$ cat config.mk
export PLATFORM = sky130hd
export DESIGN_NAME = ufsf_top
export DESIGN_NICKNAME = d
export VERILOG_FILES = /design/src/shared/ufsf_pkg.sv /design/src/hdl/ufsf_top.sv /design/src/hdl/ufsf_sticky.sv /design/src/hdl/ufsf_event_decode.sv
export SDC_FILE = /design/constraint.sdc
export NUM_CORES = 1
export LEC_CHECK = 0
export ABC_AREA = 1
export CORE_ASPECT_RATIO = 0.7
export CORE_UTILIZATION = 50
export DETAILED_ROUTE_END_ITERATION = 8
export DONT_BUFFER_PORTS = 1
export PLACE_DENSITY = 0.73
export RECOVER_POWER = 100
export REMOVE_ABC_BUFFERS = 1
export SLEW_MARGIN = 20
export SYNTH_ARGS = -nofsm -noshare
export SYNTH_HDL_FRONTEND = slang
export SYNTH_SLANG_ARGS = --single-unit
$ cat constraint.sdc
create_clock -name pclk -period 2 [get_ports pclk]
set_input_delay 0.4 -clock pclk [delete_from_list [all_inputs] [get_ports pclk]]
set_output_delay 0.4 -clock pclk [all_outputs]
set_load 0.01 [all_outputs]
$ cat src/shared/ufsf_pkg.sv
package ufsf_pkg;
   // ---------------------------------------------------------------
   // register map
   // ---------------------------------------------------------------
   // word indices; each register owns one word at four times its index
   localparam logic [11:0] FAULT_STATUS_OFFSET = 12'hd28;
   localparam logic [11:0] USAGE_HALF_OFFSET   = 12'hd2a;
   localparam logic [11:0] TRAP_CTRL_OFFSET    = 12'h000;
   localparam logic [11:0] INT_MASK_OFFSET     = 12'h001;
   localparam logic [11:0] STACKED_PC_OFFSET   = 12'h002;
   // ---------------------------------------------------------------
   // field positions
   // ---------------------------------------------------------------
   localparam int DIVZ_BIT   = 25;
   localparam int MISAL_BIT  = 24;
   localparam int MISSING_COPROCESSOR_FLAG_BIT   = 19;
   localparam int BADPC_BIT  = 18;
   localparam int RSV_LO     = 20;
   localparam int RSV_HI     = 23;
   localparam int CTRL_DIVZ  = 0;
   localparam int CTRL_MISAL = 1;
   // ---------------------------------------------------------------
   // reset values
   // ---------------------------------------------------------------
   localparam logic [31:0] STATUS_RESET = 32'h0000_0000;
   localparam logic [1:0]  CTRL_RESET   = 2'h0;
   localparam logic [3:0]  MASK_RESET   = 4'h0;
   localparam logic [31:0] PC_RESET     = 32'h0000_0000;
   localparam int          NUM_FLAGS    = 4;
   // flag index order inside the flag vector
   localparam int F_DIVZ  = 0;
   localparam int F_MISAL = 1;
   localparam int F_MISSING_COPROCESSOR_FLAG  = 2;
   localparam int F_BADPC = 3;
endpackage

$ cat src/hdl/ufsf_top.sv
`timescale 1ns/1ps
// Operation
// - divide by zero sets bit 25 when trapping
// - stacked pc points at faulting divide
// - zero divisor ignored while divide trap off
// - unaligned access sets bit 24 when trapping
// - multi/doubleword unaligned always faults
// - only unaligned enable traps ordinary accesses
// - coprocessor attempt sets bit 19
// - illegal return-code load sets bit 18
// - stacked pc points at illegal pc load
// - write one clears, zero keeps
// - bits 23:20 read zero, ignore writes
// - halfword at d2a, word at d28
// - only privileged accesses reach register
module ufsf_top (
   input  wire logic        pclk,           // processor clock
   input  wire logic        presetn,        // async reset, active low
   input  wire logic        psel,           // apb select
   input  wire logic        penable,        // apb enable
   input  wire logic        pwrite,         // apb direction
   input  wire logic [13:0] paddr,          // apb byte address
   input  wire logic [31:0] pwdata,         // apb write data
   input  wire logic [3:0]  pstrb,          // apb byte strobes
   input  wire logic [2:0]  pprot,          // apb protection, bit0 privileged
   output logic [31:0]      prdata,         // apb read data
   output logic             pready,         // apb ready
   output logic             pslverr,        // apb error
   input  wire logic        div_zero_ev,    // divide with zero divisor
   input  wire logic        misal_ev,       // ordinary unaligned access
   input  wire logic        misal_multi_ev, // unaligned multi/doubleword
   input  wire logic        cop_ev,         // coprocessor attempt
   input  wire logic        badpc_ev,       // illegal return-code load
   input  wire logic [31:0] instr_pc,       // pc of the event instruction
   output logic [31:0]      stacked_pc,     // pc saved for return
   output logic             irq             // level interrupt
);
   import ufsf_pkg::*;

   // ---------------------------------------------------------------
   // state
   // ---------------------------------------------------------------
   logic [1:0]  trap_ctrl_r, trap_ctrl_nxt;
   logic [3:0]  mask_r, mask_nxt;
   logic [31:0] pc_r, pc_nxt;
   logic [31:0] prdata_nxt;
   logic        pready_nxt, pslverr_nxt, irq_nxt;
   logic [3:0]  set_vec, clr_vec, flags;
   logic [31:0] status_word;
   logic        acc, wr, priv, hit_word, hit_half, hit_ctrl, hit_mask, hit_pc;
   logic        mapped;

   function automatic logic [31:0] flags_to_word(input logic [3:0] f);
      logic [31:0] w;
      w             = 32'h0;
      w[DIVZ_BIT]   = f[F_DIVZ];
      w[MISAL_BIT]  = f[F_MISAL];
      w[MISSING_COPROCESSOR_FLAG_BIT]   = f[F_MISSING_COPROCESSOR_FLAG];
      w[BADPC_BIT]  = f[F_BADPC];
      return w;
   endfunction

   // inverse of flags_to_word; reserved and unused bits drop out
   function automatic logic [3:0] word_to_flags(input logic [31:0] w);
      logic [3:0] f;
      f          = 4'h0;
      f[F_DIVZ]  = w[DIVZ_BIT];
      f[F_MISAL] = w[MISAL_BIT];
      f[F_MISSING_COPROCESSOR_FLAG]  = w[MISSING_COPROCESSOR_FLAG_BIT];
      f[F_BADPC] = w[BADPC_BIT];
      return f;
   endfunction

   // byte strobes widened to a bit mask
   function automatic logic [31:0] lane_mask(input logic [3:0] s);
      return {{8{s[3]}}, {8{s[2]}}, {8{s[1]}}, {8{s[0]}}};
   endfunction

   // one word per register, so the byte address is the index times four
   function automatic logic at_index(input logic [13:0] a, input logic [11:0] idx);
      return (a == {idx, 2'h0});
   endfunction

   // ---------------------------------------------------------------
   // flags
   // ---------------------------------------------------------------
   ufsf_event_decode u_dec (
      .div_zero_ev    (div_zero_ev),
      .misal_ev       (misal_ev),
      .misal_multi_ev (misal_multi_ev),
      .cop_ev         (cop_ev),
      .badpc_ev       (badpc_ev),
      .trap_ctrl      (trap_ctrl_r),
      .set_vec        (set_vec)
   );

   genvar gi;
   generate
      for (gi = 0; gi < NUM_FLAGS; gi++) begin : g_flag
         ufsf_sticky u_flag (
            .pclk    (pclk),
            .presetn (presetn),
            .set_in  (set_vec[gi]),
            .clr_in  (clr_vec[gi]),
            .flag_r  (flags[gi])
         );
      end
   endgenerate

   assign status_word = flags_to_word(flags);

   // ---------------------------------------------------------------
   // apb decode
   // ---------------------------------------------------------------
   // one wait-free access phase; unprivileged accesses get pslverr
   always_comb begin
      acc      = psel & penable;
      wr       = acc & pwrite;
      priv     = pprot[0];
      hit_word = at_index(paddr, FAULT_STATUS_OFFSET);
      hit_half = at_index(paddr, USAGE_HALF_OFFSET);
      hit_ctrl = at_index(paddr, TRAP_CTRL_OFFSET);
      hit_mask = at_index(paddr, INT_MASK_OFFSET);
      hit_pc   = at_index(paddr, STACKED_PC_OFFSET);
      mapped   = hit_word | hit_half | hit_ctrl | hit_mask | hit_pc;
   end

   // write-one clear, upper halfword lanes only
   always_comb begin
      logic [31:0] w1c;
      w1c = 32'h0;
      if (wr && priv && (hit_word || hit_half)) begin
         // both views carry the flags on lanes 3:2; lower lanes hold none
         w1c = pwdata & lane_mask({pstrb[3:2], 2'h0});
      end
      clr_vec = word_to_flags(w1c);
   end

   // ---------------------------------------------------------------
   // control, mask, stacked pc
   // ---------------------------------------------------------------
   always_comb begin
      trap_ctrl_nxt = trap_ctrl_r;
      mask_nxt      = mask_r;
      pc_nxt        = pc_r;
      if (wr && priv && hit_ctrl && pstrb[0]) begin
         trap_ctrl_nxt = pwdata[1:0];
      end
      // mask bits sit at the same positions as the flags they gate
      if (wr && priv && hit_mask) begin
         mask_nxt = word_to_flags(pwdata & lane_mask(pstrb));
      end
      // pc of a faulting divide or illegal pc load is what the return stack holds
      if (set_vec[F_DIVZ] || set_vec[F_BADPC]) begin
         pc_nxt = instr_pc;
      end
   end

   // ---------------------------------------------------------------
   // bus answer and interrupt
   // ---------------------------------------------------------------
   always_comb begin
      pready_nxt  = psel & ~penable;
      pslverr_nxt = 1'b0;
      prdata_nxt  = 32'h0;
      if (psel && !penable) begin
         pslverr_nxt = ~priv | ~mapped;
         if (!pwrite && priv) begin
            if (hit_word || hit_half) begin
               prdata_nxt = status_word;
            end else if (hit_ctrl) begin
               prdata_nxt = {30'h0, trap_ctrl_r};
            end else if (hit_mask) begin
               prdata_nxt = flags_to_word(mask_r);
            end else if (hit_pc) begin
               prdata_nxt = pc_r;
            end
         end
      end
      irq_nxt = |(flags & mask_r);
   end

   always_ff @(posedge pclk or negedge presetn) begin
      if (!presetn) begin
         trap_ctrl_r <= CTRL_RESET;
         mask_r      <= MASK_RESET;
         pc_r        <= PC_RESET;
         prdata      <= 32'h0;
         pready      <= 1'b0;
         pslverr     <= 1'b0;
         irq         <= 1'b0;
      end else begin
         trap_ctrl_r <= trap_ctrl_nxt;
         mask_r      <= mask_nxt;
         pc_r        <= pc_nxt;
         prdata      <= prdata_nxt;
         pready      <= pready_nxt;
         pslverr     <= pslverr_nxt;
         irq         <= irq_nxt;
      end
   end

   assign stacked_pc = pc_r;

   // ---------------------------------------------------------------
   // assertions
   // ---------------------------------------------------------------
   property p_divz_set;
      @(posedge pclk) disable iff (!presetn)
      (div_zero_ev && trap_ctrl_r[CTRL_DIVZ]) |=> flags[F_DIVZ];
   endproperty
   a_divz_set: assert property (p_divz_set) else $error("divide flag not set");

   property p_divz_off;
      @(posedge pclk) disable iff (!presetn)
      (!flags[F_DIVZ] && !trap_ctrl_r[CTRL_DIVZ]) |=> !flags[F_DIVZ];
   endproperty
   a_divz_off: assert property (p_divz_off) else $error("divide flag set while off");

   property p_pc_div;
      @(posedge pclk) disable iff (!presetn)
      (div_zero_ev && trap_ctrl_r[CTRL_DIVZ]) |=> (pc_r == $past(instr_pc));
   endproperty
   a_pc_div: assert property (p_pc_div) else $error("stacked pc wrong for divide");

   property p_misal_multi;
      @(posedge pclk) disable iff (!presetn)
      misal_multi_ev |=> flags[F_MISAL];
   endproperty
   a_misal_multi: assert property (p_misal_multi) else $error("multi unaligned missed");

   property p_misal_off;
      @(posedge pclk) disable iff (!presetn)
      (!flags[F_MISAL] && !misal_multi_ev && !trap_ctrl_r[CTRL_MISAL]) |=> !flags[F_MISAL];
   endproperty
   a_misal_off: assert property (p_misal_off) else $error("unaligned flag while off");

   property p_missing_coprocessor_flag;
      @(posedge pclk) disable iff (!presetn)
      cop_ev |=> flags[F_MISSING_COPROCESSOR_FLAG];
   endproperty
   a_missing_coprocessor_flag: assert property (p_missing_coprocessor_flag) else $error("coprocessor flag not set");

   property p_badpc;
      @(posedge pclk) disable iff (!presetn)
      badpc_ev |=> (flags[F_BADPC] && pc_r == $past(instr_pc));
   endproperty
   a_badpc: assert property (p_badpc) else $error("bad pc flag or pc wrong");

   property p_clear;
      @(posedge pclk) disable iff (!presetn)
      (clr_vec[F_MISSING_COPROCESSOR_FLAG] && !set_vec[F_MISSING_COPROCESSOR_FLAG]) |=> !flags[F_MISSING_COPROCESSOR_FLAG];
   endproperty
   a_clear: assert property (p_clear) else $error("write one did not clear");

   property p_rsv;
      @(posedge pclk) disable iff (!presetn)
      (pready && (hit_word || hit_half)) |-> (prdata[RSV_HI:RSV_LO] == 4'h0);
   endproperty
   a_rsv: assert property (p_rsv) else $error("reserved bits nonzero");

   property p_unpriv;
      @(posedge pclk) disable iff (!presetn)
      (psel && !penable && !pprot[0]) |=> (pslverr && pready);
   endproperty
   a_unpriv: assert property (p_unpriv) else $error("unprivileged access not refused");

   property p_misal_set;
      @(posedge pclk) disable iff (!presetn)
      (misal_ev && trap_ctrl_r[CTRL_MISAL]) |=> flags[F_MISAL];
   endproperty
   a_misal_set: assert property (p_misal_set) else $error("unaligned flag not set");

   property p_missing_coprocessor_flag_quiet;
      @(posedge pclk) disable iff (!presetn)
      (!flags[F_MISSING_COPROCESSOR_FLAG] && !cop_ev) |=> !flags[F_MISSING_COPROCESSOR_FLAG];
   endproperty
   a_missing_coprocessor_flag_quiet: assert property (p_missing_coprocessor_flag_quiet) else $error("coprocessor flag rose alone");

   property p_badpc_quiet;
      @(posedge pclk) disable iff (!presetn)
      (!flags[F_BADPC] && !badpc_ev) |=> !flags[F_BADPC];
   endproperty
   a_badpc_quiet: assert property (p_badpc_quiet) else $error("bad pc flag rose alone");

   property p_divz_quiet;
      @(posedge pclk) disable iff (!presetn)
      (!flags[F_DIVZ] && !div_zero_ev) |=> !flags[F_DIVZ];
   endproperty
   a_divz_quiet: assert property (p_divz_quiet) else $error("divide flag rose alone");

   property p_sticky;
      @(posedge pclk) disable iff (!presetn)
      (flags[F_MISAL] && !clr_vec[F_MISAL]) |=> flags[F_MISAL];
   endproperty
   a_sticky: assert property (p_sticky) else $error("flag dropped without clear");

   property p_set_wins;
      @(posedge pclk) disable iff (!presetn)
      (set_vec[F_DIVZ] && clr_vec[F_DIVZ]) |=> flags[F_DIVZ];
   endproperty
   a_set_wins: assert property (p_set_wins) else $error("clear beat a same-cycle set");

   property p_zero_keeps;
      @(posedge pclk) disable iff (!presetn)
      (wr && priv && hit_word && !pwdata[BADPC_BIT] && flags[F_BADPC]) |=> flags[F_BADPC];
   endproperty
   a_zero_keeps: assert property (p_zero_keeps) else $error("writing zero cleared a flag");

   property p_clear_divz;
      @(posedge pclk) disable iff (!presetn)
      (clr_vec[F_DIVZ] && !set_vec[F_DIVZ]) |=> !flags[F_DIVZ];
   endproperty
   a_clear_divz: assert property (p_clear_divz) else $error("divide flag not cleared");

   property p_unpriv_keep;
      @(posedge pclk) disable iff (!presetn)
      (wr && !priv && flags[F_DIVZ]) |=> flags[F_DIVZ];
   endproperty
   a_unpriv_keep: assert property (p_unpriv_keep) else $error("unprivileged write cleared");

   property p_err_data;
      @(posedge pclk) disable iff (!presetn)
      (pready && pslverr) |-> (prdata == 32'h0);
   endproperty
   a_err_data: assert property (p_err_data) else $error("refused access returned data");

   property p_pc_hold;
      @(posedge pclk) disable iff (!presetn)
      !(set_vec[F_DIVZ] || set_vec[F_BADPC]) |=> (pc_r == $past(pc_r));
   endproperty
   a_pc_hold: assert property (p_pc_hold) else $error("stacked pc moved without fault");

   property p_irq_on;
      @(posedge pclk) disable iff (!presetn)
      (|(flags & mask_r)) |=> irq;
   endproperty
   a_irq_on: assert property (p_irq_on) else $error("interrupt missing");

   property p_irq_off;
      @(posedge pclk) disable iff (!presetn)
      !(|(flags & mask_r)) |=> !irq;
   endproperty
   a_irq_off: assert property (p_irq_off) else $error("interrupt without cause");

   property p_ready_pulse;
      @(posedge pclk) disable iff (!presetn)
      pready |=> !pready;
   endproperty
   a_ready_pulse: assert property (p_ready_pulse) else $error("ready held past access");
endmodule

$ cat src/hdl/ufsf_sticky.sv
`timescale 1ns/1ps
// one sticky cause flag; a set wins over a write-one clear
module ufsf_sticky (
   input  wire logic pclk,    // processor clock
   input  wire logic presetn, // async reset, active low
   input  wire logic set_in,  // fault event
   input  wire logic clr_in,  // write-one clear
   output logic      flag_r   // sticky flag
);
   logic flag_nxt;

   always_comb begin
      flag_nxt = flag_r;
      if (clr_in) begin
         flag_nxt = 1'b0;
      end
      if (set_in) begin
         flag_nxt = 1'b1;
      end
   end

   always_ff @(posedge pclk or negedge presetn) begin
      if (!presetn) begin
         flag_r <= 1'b0;
      end else begin
         flag_r <= flag_nxt;
      end
   end
endmodule

$ cat src/hdl/ufsf_event_decode.sv
`timescale 1ns/1ps
// turns raw execution events into flag set pulses
module ufsf_event_decode (
   input  wire logic       div_zero_ev,   // divide with zero divisor
   input  wire logic       misal_ev,      // ordinary unaligned access
   input  wire logic       misal_multi_ev,// unaligned multi/doubleword access
   input  wire logic       cop_ev,        // coprocessor access attempt
   input  wire logic       badpc_ev,      // illegal return-code load
   input  wire logic [1:0] trap_ctrl,     // trap enables
   output logic [3:0]      set_vec        // per-flag set
);
   import ufsf_pkg::*;

   always_comb begin
      set_vec          = 4'h0;
      set_vec[F_DIVZ]  = div_zero_ev & trap_ctrl[CTRL_DIVZ];
      // multi and doubleword forms fault regardless of the enable
      set_vec[F_MISAL] = (misal_ev & trap_ctrl[CTRL_MISAL]) | misal_multi_ev;
      set_vec[F_MISSING_COPROCESSOR_FLAG]  = cop_ev;
      set_vec[F_BADPC] = badpc_ev;
   end
endmodule

# After elaboration in Yosys (flattened, before gate mapping)
# Cells that the tools add are included.
# Widths: inputs -> output; s select.
# op_classes
n_eq_ne	4
mux	16
bitwise	17
n_reduce_logical	17
# op_table
operator	count
$mux 32	6
$and 26x26->26	2
$eq 14x14->1 const B	2
$mux 26	1
$eq 14x3->1 const B	1
$eq 14x4->1 const B	1
$logic_not 14->1	1
$mux 1	9
$reduce_bool 2->1	4
$logic_and 1x1->1	7
$or 1x1->1	6
$and 1x1->1	5
$and 4x4->4	1
$reduce_or 4->1	1
$not 1->1	3
$logic_not 1->1	2
$logic_or 1x1->1	2
# word_totals
reg_bits	77
in_bits	95
out_inout_bits	67
wordCells	65

# Depth between registers and ports, before layout
# depth
word_depth	8
mapped_depth	8
mapped_depth_nobuf	8

# Modules after synthesis
# Synthesis repeated with hierarchy kept, for this count alone.
# hier_totals
hier_cells	283
area_unflattened_um2	3350.7
# by_module_without_submodules
mod	n_inst	cells_each	area_per_inst_um2	seq_area_each_um2
ufsf_top	1	256	3156.8	1826.8
ufsf_sticky	4	5	40.0	25.0
ufsf_event_decode	1	7	33.8	0.0

# Worst setup path after synthesis
# No wires, ideal clock.
# synth_path
path_type	input-to-reg
start	input port paddr[9]
end	register prdata[10]
setup_ns	0.118
arrival_time_ns	1.216
required_time_ns	1.882
setup_slack_ns	0.665
stages	6
n_path_buf	1
path_cell_list	or2_4 -> nor2_2 -> nand2_1 -> nand2_4 -> buf_6 -> nor3_2
# synth_between
elab_chain_cells	7
word_cells_on_any_way	12
cone_classes	eq/ne: 4; mux: 6; reduce/logical: 2
# synth_lines
item	line	text
from (decl)	ufsf_top.sv:22	input wire logic [13:0] paddr,
$eq 14x4->1	ufsf_top.sv:81	return (a == {idx, 2'h0});
$mux 32	ufsf_top.sv:175	end else if (hit_pc) begin
$mux 32	ufsf_top.sv:173	end else if (hit_mask) begin
$mux 32	ufsf_top.sv:171	end else if (hit_ctrl) begin
$mux 32 (*)	ufsf_top.sv:169	if (hit_word || hit_half) begin
$mux 32 (*)	ufsf_top.sv:168	if (!pwrite && priv) begin
$mux 32 (*)	ufsf_top.sv:166	if (psel && !penable) begin
via prdata_nxt[10]	ufsf_top.sv:46	logic [31:0] prdata_nxt;
to (signal assigned)	ufsf_top.sv:196	prdata <= prdata_nxt;
to (decl)	ufsf_top.sv:26	output logic [31:0] prdata,
# Mark *: on every way through the listed nets, which the timed path passes. The rest lies on a longest branch.
# A chain may end at the register's enable or synchronous reset.

# Final worst setup path
# layout_path
start	input port paddr[9]
end	register prdata[21]
# Same word-level chain as after synthesis.

==> reports/metrics.csv <==
metric,value,unit
grt_max_degree,78,
ys_types,25,
postCtsSetupBuffers,0,
cts_resized,0,
chipWidth,98.50,um
end_kind,flip-flop,
whs,-253.1,ps
yosys.cell_count.top_type,dfrtp_1,
p_leak,0.001618,uW
period_minus_slack,1578,ps
cts_root_buf,clkbuf_8,
netlist_top_cells_count,"dfrtp_1, nand2_1, inv_1",
fin_nets,415,
hold_viol_final,77,
ant_nets,0,
io_buffers,0,
drt_first_pass_iters,6,
maxSlewViolCount,0,
ys_seq_area_share,59.12,%
fin_tns_setup,0,ps
ys_seq_elements,77,
placed_cells_incl_taps,387,
rsz0062_at_grt,false,
yosys_warnings,0,
fin_ws,422.2,ps
worstHoldPathType,primary input to async pin,
core.rowCount,24,
status,"finished, violations left",
drive_gt1_share,10.15,%
clock-sinks,77,
track_usage,19.48,%
clk_pin_slew_worst_paths,80,ps
reg2reg_to,stacked_pc[7],
routed_via_density,5.337,
ys_top_cells_by_area,"dfrtp_1, nand2_1, nor3_2, inv_1, o21ai_0",
r2r_slack,500,ps
post-route-period-util,78.89,%
worst-setup-path-type,primary input to flip-flop,
r2r-start,trap_ctrl_r[0],
die_y,69.55,um
synth_edf_count,0,
ir_drop,0.0005626,V
finalClockSkew,7.907,ps
fp.dieArea,0.006851,mm2
setup_viol,0,
yosys.area.top_type_share,59.12,%
antenna_found_initial,0,
areaGrowthSynthToFinish,4.261,%
dp_slack,395.3,ps
crit_fanout,15,
cap_viol_max_count,0,
syn_inst,318,
stdcell_count,403,
max_freq,633.8,MHz
synth_ff_type,dfrtp_1,
grt_pass1_vias,1975,
slew_headroom,56.82,%
wl_per_cell,16.09,um
yosysTopAreaCell,dfrtp_1,
rr_worst_depth,4,
globalplace.congestion,0.9120,
io_pins,162,
clock_latency,340,ps
async_flop_share,100.0,%
antenna_cells,0,
dp_hpwl,4.608,mm
power_density,956.5,mW/mm2
clockBufferDepth,2,
synth_area,0.003259,mm2
wl,6.484,mm
avgSynthCellArea,10.25,um2
worst_slew_pin_slew,646.1,ps
htreeDepth,3,
drc_errors,9,
core_region_area,0.006246,mm2
grt_pass1_wl,10.04,mm
total_power,3250,uW
start_kind,primary input,
violations,"design-rule violations, negative hold slack",
cp.arrival,1820,ps
tritoncts,done,
cts_buffers,9,
grt-ovfl-total,0,
drtIter0Drc,134,
cp-startpoint,paddr[9],
vias,2151,
critPathRequiredTime,2240,ps
initial_core_util,52.18,%
state kept, by name (all words and copies together) (netlist names):
register / count
prdata: 32
stacked_pc: 32
g_flag.u_flag.flag_r: 4
mask_r: 4
trap_ctrl_r: 2
irq: 1
pready: 1
pslverr: 1
power by group:
part / leakage (uW) / internal (uW) / switching [uW]
clock network: 0.000120 / 868 / 558
logic: 0.000500 / 45.1 / 84.8
registers: 0.000997 / 1620 / 76.4
total: 0.00162 / 2530 / 719
worst max-delay path by stage:
stage,to,slack (ps),depth (start not counted)
5_1_grt,prdata[8],280,6
4_1_cts,stacked_pc[7],570,4
3_3_place_gp,prdata[21],430,5
2_1_floorplan,stacked_pc[0],180,3
6_report,prdata[21],420,5
3_5_place_dp,prdata[21],400,5
area by class of cell:
| class | instances | area (um2) |
|---|---|---|
| Fill cell | 574 | 2848 |
| Inverter | 43 | 161.4 |
| Timing Repair Buffer | 2 | 27.53 |
| Tap cell | 78 | 97.59 |
| Clock buffer | 11 | 141.4 |
| Multi-Input combinational cell | 187 | 937.1 |
| Clock inverter | 5 | 106.4 |
| Sequential cell | 77 | 1927 |
critical path: stages:
cell,delay [ps]
or2_4,270
nor2_8,200
nand2_1,420
buf_12,320
nor3_1,210
cell usage in the layout, fill, tap and decap left out:
cell type,synthesis,layout
o21ai_0,30,32
buf_4,0,1
inv_2,3,3
inv_1,40,40
nor3_4,1,1
nand4_1,9,10
clkinvlp_4,0,1
clkbuf_1,3,1
nor2_1,10,15
o21ai_1,4,2
nor3_2,20,1
nand2_4,3,2
or2_4,1,1
nor2_4,3,1
nand2_1,65,67
nor2_8,1,1
inv_6,0,1
nor3_1,6,25
bufinv_16,0,3
a21oi_1,8,8
nand3_1,15,15
clkbuf_8,0,10
buf_12,1,1
mux2_2,6,6
dfrtp_1,77,77
through the flow:
stage | cell area [um2] | utilization [%]
2_1_floorplan | 3168 | -
3_3_place_gp | 3296 | 52.76
3_5_place_dp | 3296 | 52.76
4_1_cts | 3543 | 56.73
5_1_grt | 3398 | 54.41
6_report | 3398 | 54.41
cells by family (layout without fill, tap and decap cells):
family / count (synthesis) / count (layout) / share of synthesized area [%]
muxes: 6 / 6 / 2.073
buffers and inverters: 54 / 61 / 7.754
and+or+nand+nor: 139 / 139 / 24.61
AOI/OAI and AO/OA: 42 / 42 / 6.449
DFF: 77 / 77 / 59.12
layer usage:
layer / global-route usage [%] / vias up / part of all wire [%]
li1: - / 1019 / -
met1: 27.31 / 1021 / 45
met2: 27.93 / 101 / 43
met3: 6.653 / 10 / 10
met4: 7.629 / 0 / 1.4
met5: 0 / - / 0
Power figures use the tool's default switching activity.
